[src/core/link_pulse_pkg.sv]
package link_pulse_pkg;

    localparam int CLK_PERIOD_NS      = 10;

    localparam int PULSE_WIDTH_NS     = 100;
    localparam int PULSE_WIDTH_CYC    = (PULSE_WIDTH_NS + CLK_PERIOD_NS - 1) / CLK_PERIOD_NS;

    localparam int IDLE_PERIOD_MS      = 16;
    localparam int IDLE_PERIOD_MIN_MS  = 8;
    localparam int IDLE_PERIOD_MAX_MS  = 24;
    localparam int IDLE_PERIOD_CYC     = IDLE_PERIOD_MS * 1000000 / CLK_PERIOD_NS;
    localparam int IDLE_MIN_CYC        = (IDLE_PERIOD_MIN_MS * 1000000 + CLK_PERIOD_NS - 1)
                                         / CLK_PERIOD_NS;
    localparam int IDLE_MAX_CYC        = IDLE_PERIOD_MAX_MS * 1000000 / CLK_PERIOD_NS;

    localparam int CLK_INTERVAL_NS     = 125000;
    localparam int CLK_INTERVAL_MIN_NS = 111000;
    localparam int CLK_INTERVAL_MAX_NS = 139000;
    localparam int CLK_INTERVAL_CYC    = CLK_INTERVAL_NS / CLK_PERIOD_NS;
    localparam int CLK_INT_MIN_CYC     = (CLK_INTERVAL_MIN_NS + CLK_PERIOD_NS - 1)
                                         / CLK_PERIOD_NS;
    localparam int CLK_INT_MAX_CYC     = CLK_INTERVAL_MAX_NS / CLK_PERIOD_NS;

    localparam int DATA_OFFSET_NS      = 62500;
    localparam int DATA_OFFSET_MIN_NS  = 55500;
    localparam int DATA_OFFSET_MAX_NS  = 69500;
    localparam int DATA_OFFSET_CYC     = DATA_OFFSET_NS / CLK_PERIOD_NS;
    localparam int DATA_MIN_CYC        = (DATA_OFFSET_MIN_NS + CLK_PERIOD_NS - 1) / CLK_PERIOD_NS;
    localparam int DATA_MAX_CYC        = DATA_OFFSET_MAX_NS / CLK_PERIOD_NS;

    localparam int PAGE_BITS           = 16;
    localparam int BURST_PULSES_MIN    = 17;
    localparam int BURST_PULSES_MAX    = 33;
    localparam int BURST_WIDTH_MS     = 2;

    localparam int BURST_PERIOD_MS    = 16;
    localparam int BURST_MIN_MS       = 8;
    localparam int BURST_MAX_MS       = 24;
    localparam int BURST_PERIOD_CYC   = BURST_PERIOD_MS * 1000000 / CLK_PERIOD_NS;
    localparam int BURST_MIN_CYC      = (BURST_MIN_MS * 1000000 + CLK_PERIOD_NS - 1)
                                        / CLK_PERIOD_NS;
    localparam int BURST_MAX_CYC      = BURST_MAX_MS * 1000000 / CLK_PERIOD_NS;

    localparam int DETECT_ON_MAX_US   = 1000;
    localparam int DETECT_OFF_MAX_US  = 300;
    localparam int DETECT_ON_CYC      = DETECT_ON_MAX_US * 1000 / CLK_PERIOD_NS;
    localparam int DETECT_OFF_CYC     = DETECT_OFF_MAX_US * 1000 / CLK_PERIOD_NS;

    localparam int CNT_W              = 22;

    typedef enum logic [2:0] {
        ST_OFF  = 3'b001,
        ST_IDLE = 3'b010,
        ST_NEG  = 3'b100
    } tx_state_t;

endpackage

[src/core/signal_detect_qualifier.sv]
`timescale 1ns/100ps
module signal_detect_qualifier #(
    parameter int ON_CYC  = link_pulse_pkg::DETECT_ON_CYC,
    parameter int OFF_CYC = link_pulse_pkg::DETECT_OFF_CYC
) (
    input  wire logic i_clk,
    input  wire logic i_resetn,
    input  wire logic i_raw,
    output logic      o_present
);
    import link_pulse_pkg::*;

    localparam logic [CNT_W-1:0] ON_LAST  = CNT_W'(ON_CYC - 1);
    localparam logic [CNT_W-1:0] OFF_LAST = CNT_W'(OFF_CYC - 1);

    logic [CNT_W-1:0] run_q;
    logic [CNT_W-1:0] run_d;
    logic             present_q;
    logic             present_d;

    // a short glitch restarts the count, so noise shorter than ON_CYC or OFF_CYC cycles never toggles the flag
    wire              differs  = i_raw != present_q;
    wire [CNT_W-1:0]  run_last = present_q ? OFF_LAST : ON_LAST;
    wire              expire   = differs && (run_q == run_last);

    assign run_d     = (!differs || expire) ? '0 : run_q + 1'b1;
    assign present_d = expire ? i_raw : present_q;

    always_ff @(posedge i_clk or negedge i_resetn) begin
        if (!i_resetn) begin
            run_q     <= '0;
            present_q <= 1'b0;
        end else begin
            run_q     <= run_d;
            present_q <= present_d;
        end
    end

    assign o_present = present_q;

    detect_turn_on_a: assert property (
        @(posedge i_clk) disable iff (!i_resetn)
        (!present_q && differs) |-> (run_q <= ON_LAST))
        else $error("signal present late on turn-on");

    detect_turn_off_a: assert property (
        @(posedge i_clk) disable iff (!i_resetn)
        $fell(present_q) |-> $past(run_q) == OFF_LAST && !$past(i_raw))
        else $error("signal present dropped at wrong time");

endmodule

[src/core/link_pulse_timing_generator.sv]
`timescale 1ns/100ps
// Function
// - idle 10 Mb/s link pulses are 100 ns wide
// - idle link pulses repeat every 16 ms, within 8 to 24 ms
// - burst clock and data pulses are 100 ns wide
// - burst clock pulses are 125 us apart, within 111 to 139 us
// - a one puts a data pulse 55.5 to 69.5 us after its clock
// - a burst holds 17 to 33 pulses, clocks and data together
// - a burst spans 2 ms from first to last pulse
// - burst starts are 8 to 24 ms apart
// - signal present asserts within 1 ms of valid receive signal
// - signal present deasserts within 300 us of signal loss
module link_pulse_timing_generator #(
    parameter int IDLE_CYC     = link_pulse_pkg::IDLE_PERIOD_CYC,
    parameter int BURST_CYC    = link_pulse_pkg::BURST_PERIOD_CYC,
    parameter int INTERVAL_CYC = link_pulse_pkg::CLK_INTERVAL_CYC,
    parameter int DATA_CYC     = link_pulse_pkg::DATA_OFFSET_CYC,
    parameter int DETECT_ON    = link_pulse_pkg::DETECT_ON_CYC,
    parameter int DETECT_OFF   = link_pulse_pkg::DETECT_OFF_CYC
) (
    input  wire logic                                 i_clk,
    input  wire logic                                 i_resetn,
    input  wire logic                                 i_autoneg_en,
    input  wire logic                                 i_link_idle,
    input  wire logic [link_pulse_pkg::PAGE_BITS-1:0] i_page_word,
    input  wire logic                                 i_rx_energy,
    output logic                                      o_link_pulse,
    output logic                                      o_burst_active,
    output logic                                      o_burst_done,
    output logic                                      o_signal_present_detect
);
    import link_pulse_pkg::*;

    localparam logic [CNT_W-1:0] IDLE_LAST  = CNT_W'(IDLE_CYC - 1);
    localparam logic [CNT_W-1:0] BURST_LAST = CNT_W'(BURST_CYC - 1);
    localparam logic [CNT_W-1:0] SLOT_LAST  = CNT_W'(INTERVAL_CYC - 1);
    localparam logic [CNT_W-1:0] DATA_AT    = CNT_W'(DATA_CYC);
    localparam logic [7:0]       PW_LOAD    = 8'(PULSE_WIDTH_CYC);
    localparam logic [4:0]       BITS_END   = 5'(PAGE_BITS);

    // bounds scale with the configured nominal, so shortened counts still check
    localparam int IDLE_LO  = (IDLE_CYC * IDLE_PERIOD_MIN_MS + IDLE_PERIOD_MS - 1)
                              / IDLE_PERIOD_MS;
    localparam int IDLE_HI  = IDLE_CYC * IDLE_PERIOD_MAX_MS / IDLE_PERIOD_MS;
    localparam int BURST_LO = (BURST_CYC * BURST_MIN_MS + BURST_PERIOD_MS - 1)
                              / BURST_PERIOD_MS;
    localparam int BURST_HI = BURST_CYC * BURST_MAX_MS / BURST_PERIOD_MS;
    localparam int SLOT_LO  = (INTERVAL_CYC * CLK_INTERVAL_MIN_NS + CLK_INTERVAL_NS - 1)
                              / CLK_INTERVAL_NS;
    localparam int SLOT_HI  = INTERVAL_CYC * CLK_INTERVAL_MAX_NS / CLK_INTERVAL_NS;
    localparam int DATA_LO  = (DATA_CYC * DATA_OFFSET_MIN_NS + DATA_OFFSET_NS - 1)
                              / DATA_OFFSET_NS;
    localparam int DATA_HI  = DATA_CYC * DATA_OFFSET_MAX_NS / DATA_OFFSET_NS;

    tx_state_t                state_q;
    tx_state_t                state_d;
    logic [CNT_W-1:0]         per_q;
    logic [CNT_W-1:0]         per_d;
    logic [CNT_W-1:0]         per_last;
    logic [CNT_W-1:0]         slot_q;
    logic [CNT_W-1:0]         slot_d;
    logic [4:0]               bit_q;
    logic [4:0]               bit_d;
    logic                     burst_q;
    logic                     burst_d;
    logic [PAGE_BITS-1:0]     page_q;
    logic [PAGE_BITS-1:0]     page_d;
    logic [7:0]               pw_q;
    logic [7:0]               pw_d;
    logic                     pulse_q;
    logic                     done_q;

    // negotiation outranks idle pulses; idle pulses stop while data flows, bursts run whenever i_autoneg_en is high
    wire want_neg  = i_autoneg_en;
    wire want_idle = !i_autoneg_en && i_link_idle;
    assign state_d = want_neg ? ST_NEG : (want_idle ? ST_IDLE : ST_OFF);

    always_comb begin
        case (state_q)
            ST_IDLE: per_last = IDLE_LAST;
            ST_NEG:  per_last = BURST_LAST;
            default: per_last = '0;
        endcase
    end

    // the period counter is not restarted between idle and negotiation
    // modes, so the spacing holds across a mode change
    wire active       = state_q != ST_OFF;
    wire period_start = active && (per_q == '0);
    assign per_d = (!active || per_q == per_last) ? '0 : per_q + 1'b1;

    wire idle_fire   = (state_q == ST_IDLE) && period_start;
    wire burst_start = (state_q == ST_NEG) && period_start && !burst_q;
    wire slot_last   = slot_q == SLOT_LAST;
    wire clk_fire    = burst_q && (slot_q == '0);
    wire bit_one     = page_q[bit_q[3:0]];
    wire data_fire   = burst_q && (slot_q == DATA_AT) && (bit_q != BITS_END) && bit_one;
    wire last_clk    = clk_fire && (bit_q == BITS_END);
    wire fire        = idle_fire || clk_fire || data_fire;

    assign burst_d = (state_q != ST_NEG) ? 1'b0 :
                     burst_start ? 1'b1 :
                     last_clk    ? 1'b0 : burst_q;
    assign slot_d  = (!burst_q || slot_last || last_clk) ? '0 : slot_q + 1'b1;
    assign bit_d   = (!burst_q || last_clk) ? '0 : (slot_last ? bit_q + 1'b1 : bit_q);
    assign page_d  = burst_start ? i_page_word : page_q;
    assign pw_d    = fire ? PW_LOAD : ((pw_q != '0) ? pw_q - 1'b1 : '0);

    always_ff @(posedge i_clk or negedge i_resetn) begin
        if (!i_resetn) begin
            state_q <= ST_OFF;
            per_q   <= '0;
        end else begin
            state_q <= state_d;
            per_q   <= per_d;
        end
    end

    always_ff @(posedge i_clk or negedge i_resetn) begin
        if (!i_resetn) begin
            slot_q  <= '0;
            bit_q   <= '0;
            burst_q <= 1'b0;
            page_q  <= '0;
        end else begin
            slot_q  <= slot_d;
            bit_q   <= bit_d;
            burst_q <= burst_d;
            page_q  <= page_d;
        end
    end

    always_ff @(posedge i_clk or negedge i_resetn) begin
        if (!i_resetn) begin
            pw_q    <= '0;
            pulse_q <= 1'b0;
            done_q  <= 1'b0;
        end else begin
            pw_q    <= pw_d;
            pulse_q <= pw_d != '0;
            done_q  <= last_clk;
        end
    end

    signal_detect_qualifier #(
        .ON_CYC  (DETECT_ON),
        .OFF_CYC (DETECT_OFF)
    ) u_detect (
        .i_clk     (i_clk),
        .i_resetn  (i_resetn),
        .i_raw     (i_rx_energy),
        .o_present (o_signal_present_detect)
    );

    assign o_link_pulse   = pulse_q;
    assign o_burst_active = burst_q;
    assign o_burst_done   = done_q;

    // checking helpers, read only by the properties below
    logic [7:0]       hi_len_q;
    logic [CNT_W-1:0] gap_q;
    logic [CNT_W-1:0] clk_gap_q;
    logic [CNT_W-1:0] blen_q;
    logic [5:0]       npulse_q;
    logic             seen_q;
    logic             clk_seen_q;

    always_ff @(posedge i_clk or negedge i_resetn) begin
        if (!i_resetn) begin
            hi_len_q   <= '0;
            gap_q      <= '0;
            seen_q     <= 1'b0;
        end else begin
            hi_len_q   <= pulse_q ? hi_len_q + 1'b1 : '0;
            gap_q      <= (idle_fire || burst_start) ? CNT_W'(1) : gap_q + 1'b1;
            seen_q     <= (seen_q || idle_fire || burst_start) && active;
        end
    end

    always_ff @(posedge i_clk or negedge i_resetn) begin
        if (!i_resetn) begin
            clk_gap_q  <= '0;
            blen_q     <= '0;
            npulse_q   <= '0;
            clk_seen_q <= 1'b0;
        end else begin
            clk_gap_q  <= clk_fire ? CNT_W'(1) : clk_gap_q + 1'b1;
            blen_q     <= burst_start ? '0 : blen_q + 1'b1;
            npulse_q   <= burst_start ? '0 : npulse_q + 6'((clk_fire || data_fire) ? 1 : 0);
            clk_seen_q <= burst_q && !last_clk;
        end
    end

    pulse_width_a: assert property (
        @(posedge i_clk) disable iff (!i_resetn)
        $fell(pulse_q) |-> $past(hi_len_q) == PW_LOAD - 8'h01)
        else $error("link pulse width wrong");

    idle_spacing_a: assert property (
        @(posedge i_clk) disable iff (!i_resetn)
        (idle_fire && seen_q && $past(state_q) == ST_IDLE) |->
            gap_q >= CNT_W'(IDLE_LO) && gap_q <= CNT_W'(IDLE_HI))
        else $error("idle pulse spacing out of range");

    clk_interval_a: assert property (
        @(posedge i_clk) disable iff (!i_resetn)
        (clk_fire && clk_seen_q) |->
            clk_gap_q >= CNT_W'(SLOT_LO) && clk_gap_q <= CNT_W'(SLOT_HI))
        else $error("clock pulse interval out of range");

    data_offset_a: assert property (
        @(posedge i_clk) disable iff (!i_resetn)
        data_fire |->
            clk_gap_q >= CNT_W'(DATA_LO) && clk_gap_q <= CNT_W'(DATA_HI))
        else $error("data pulse offset out of range");

    zero_slot_a: assert property (
        @(posedge i_clk) disable iff (!i_resetn)
        (burst_q && slot_q == DATA_AT && !bit_one) |-> ##1 !pulse_q)
        else $error("pulse sent for a zero bit");

    burst_count_a: assert property (
        @(posedge i_clk) disable iff (!i_resetn)
        $rose(done_q) |->
            npulse_q >= 6'(BURST_PULSES_MIN) && npulse_q <= 6'(BURST_PULSES_MAX))
        else $error("pulse count in burst out of range");

    // blen_q reads zero on the first clock pulse, so the span is bits times interval
    burst_width_a: assert property (
        @(posedge i_clk) disable iff (!i_resetn)
        last_clk |-> blen_q == CNT_W'(PAGE_BITS * INTERVAL_CYC))
        else $error("burst width wrong");

    burst_period_a: assert property (
        @(posedge i_clk) disable iff (!i_resetn)
        (burst_start && seen_q && $past(state_q) == ST_NEG) |->
            gap_q >= CNT_W'(BURST_LO) && gap_q <= CNT_W'(BURST_HI))
        else $error("burst to burst period out of range");

endmodule

[config.mk]
export PLATFORM = sky130hd
export DESIGN_NAME = link_pulse_timing_generator
export DESIGN_NICKNAME = d
export VERILOG_FILES = /design/src/core/link_pulse_pkg.sv /design/src/core/signal_detect_qualifier.sv /design/src/core/link_pulse_timing_generator.sv
export SDC_FILE = /design/constraint.sdc
export NUM_CORES = 1
export LEC_CHECK = 0
export CAP_MARGIN = 5
export CORE_ASPECT_RATIO = 1.1
export CORE_UTILIZATION = 65
export CTS_CLUSTER_SIZE = 40
export DETAILED_ROUTE_END_ITERATION = 10
export DONT_BUFFER_PORTS = 1
export PLACE_DENSITY = 0.88
export REMOVE_ABC_BUFFERS = 1
export SLEW_MARGIN = 25
export SYNTH_ARGS = -nofsm -noshare
export SYNTH_HDL_FRONTEND = slang
export SYNTH_SLANG_ARGS = --single-unit
[constraint.sdc]
create_clock -name i_clk -period 4 [get_ports i_clk]
set_input_delay 0.8 -clock i_clk [delete_from_list [all_inputs] [get_ports i_clk]]
set_output_delay 0.8 -clock i_clk [all_outputs]
set_load 0.02 [all_outputs]
==> impl_metrics.toml <==
[clock_tree]
cts-root-buf = "clkbuf_8"
clk_path_buf_depth = 2
clock_sinks = 102
clock_latency_ns = 0.37
clk_pin_slew_ns = 0.10
postCtsResizedCells = 0
numCtsBuffers = 9
ctsHoldBuffers = 0
cts_setup_buffers = 0
htree_num_levels = 3
cts_tree = "built"

[run_status]
outcome = "finished clean"

[sta]
slew_viol_final = 0
skew_ns = 0.0111
tightestPinTransition_ns = 1.02
rsz0062_at_grt = "no"
setup_viol = 0
finalHoldViolations = 0
slew_headroom_pct = 32.1
fin_tns_setup_ns = 0
fmax_mhz = 363
finalCritPeriodShare_pct = 68.8
fin_crit_ns = 2.75

[grt]
grt_pass1_wl_um = 18700
antenna_found_initial = 1
grt_use_total_pct = 27.7
grt_overflow = 0
grt_pass1_vias = 4068
grt_max_degree = 103

[floorplanning]
start_util_pct = 67.3
ios = 25
core_um2 = 7960
fp.dieH_um = 97.2
dieArea_um2 = 8600
die_w_um = 88.5
row_count = 34

[route]
postRouteAntennaNets = 0
first_iter_violations = 247
vias_per_cell = 6.62
drc = 0
wl_per_cell_um = 17.7
drt-total-wl_um = 11200
dr.pass1.iters = 5
vias = 4199

[logic_synthesis]
yosys_most_used_dff = "dfrtp_1"
yosysWarnings = 0
synth_area_um2 = 5350
synth-async-reset-ratio_pct = 100
ys_seq_elements = 102
yosys-top-cells-area = "dfrtp_1, xnor2_1, mux2_2"
syn_inst = 528
synth_edf_count = 0
avgSynthCellArea_um2 = 10.1
synth_top_cell_by_area = "dfrtp_1"
synth-seq-area-share_pct = 47.7
synthDistinctLibCells = 51
yosys.area.top_type_share_pct = 47.2

[setup_path]
crit_path_start_kind = "flop"
cp_max_fo = 28
endpoint_kind = "flop"
cp.required_ns = 4.20
critPathArrivalTime_ns = 2.95
crit_start = "slot_q[15]"
path_class = "reg2reg"
rr_startpoint = "slot_q[15]"

[placed_design]
dp_hpwl_um = 7570
io_buffers = 0
place.gp.congestion = 0.909

[power]
ir_drop_mv = 0.236
leakagePower_nw = 2.20
sw_frac_of_total_pct = 30.8
power_switching_w = 0.000773
p_total_w = 0.00252
p_comb_share_pct = 21.6
power_density_nw_per_um2 = 445
power_frac_clock_pct = 25.4
seqPwrFrac_pct = 53.0
intPower_w = 0.00174

[layout]
syn_to_final_growth_pct = 5.61
drive_gt1_share_pct = 9.33
final_nets = 551

[job]
cap_violations = 0

[worst_hold_path]
hold_class = "in2async"
## cell usage in the layout, fill, tap and decap left out, types with 8 or more instances in the layout
master    Yosys  routed
a211oi_1     12      12
a21oi_1      16      16
and4_1        8       8
clkbuf_8      0       9
dfrtp_1     101     101
ha_1         10      10
inv_1        21      21
mux2_2       15      15
nand2_1      26      26
nand3_1      23      23
nand4_1      22      22
nor2_1       34      34
nor3_1       30      30
nor4_1       23      23
o21ai_0      16      16
o31ai_1      15      14
or3_1        16      16
or4_1        22      22
xnor2_1      23      23
xor2_1       18      18
## area by class of cell
type,count,area [um^2]
clock inverters,6,62.6
repair buffers,6,45.0
flip-flops and latches,102,2550
fillers,562,2300
clock buffers,10,128
diodes,1,2.50
inverters,21,78.8
multi-input cells,380,2650
well taps,108,135
## metrics by stage
step                      instances  cell area (um^2)  utilization, %  hold slack (ns)  setup WS (ns)
final                           634              5650            71.0            0.112           1.25
after global routing            634              5650            71.0           0.0899           1.13
after CTS                       632              5640            70.9            0.100           1.28
after detailed placement        616              5450            68.5            0.478           1.32
after global placement          616              5440            68.4            0.465           1.46
after floorplan                 503              5250               -            0.453           1.21
## worst paths after layout
check,to,slack (ns),cells after the start
setup / recovery,slot_q[9],1.25,4
hold / removal,u_detect.o_present,0.11,0
setup reg to reg,slot_q[9],1.25,4
hold reg to reg,page_q[12],0.49,1
max in group asynchronous,state_q[0],3.70,0
min in group i_clk,state_q[0],0.45,1
## Yosys cell counts (2+ instances only)
master,number
nor4bb_1,2
mux2_1,2
nand2_1,26
o21a_1,2
buf_2,7
xor2_1,18
or3_1,16
inv_1,21
o21ai_0,16
clkbuf_1,16
nor4_1,23
a211oi_1,12
ha_1,10
and2_1,4
nor3b_1,3
nand2b_1,3
or4_1,22
and4_1,8
nor2_1,34
mux4_2,5
nor4b_1,2
nand4_1,22
a21oi_1,16
nor3_1,30
xnor2_1,23
dfrtp_1,101
o31ai_1,15
nand3_1,23
a2111o_1,2
and3_1,7
mux2_2,15
a22oi_1,2
buf_1,2
## power groups by stage
stage,registers [W],clock network (W),logic (W)
floorplan,0.00131,0,0.000421
global placement,0.00133,0,0.000486
detailed placement,0.00135,0,0.000532
CTS,0.00133,0.000653,0.000539
global route,0.00136,0.000698,0.000599
finish,0.00133,0.000638,0.000543
## routing by layer
layer	wire length, um	part of all wire [%]	GRT usage [%]	vias up
met2	5830	52	45.9	131
met5	0	0	0	-
met4	230	2.0	10.0	0
met3	535	4.8	5.18	28
met1	4650	41	36.0	2080
li1	-	-	-	1960
## critical path, cell delays in order (launching register included)
cell and delay [ns]:
dfrtp_1 0.45, or4_1 0.58, nor4_1 0.48, a41o_1 0.92
nor3_1 0.16
## flip-flops by register name (all words and copies together), names as in the netlist, 3 cells and up
signal,count
per_q,22
page_q,16
slot_q,22
u_detect.run_q,22
bit_q,5
pw_q,8
state_q,3
## logic make-up after synthesis
family / share of synthesized area, %
flip-flops: 47.7
AO/OA/AOI/OAI: 9.19
adder cells (fa/ha/maj): 2.34
XOR/XNOR: 6.71
multiplexers: 5.68
AND/OR/NAND/NOR: 25.0
buffers and inverters: 3.39
Note: power is estimated with default switching activity, not from simulation.
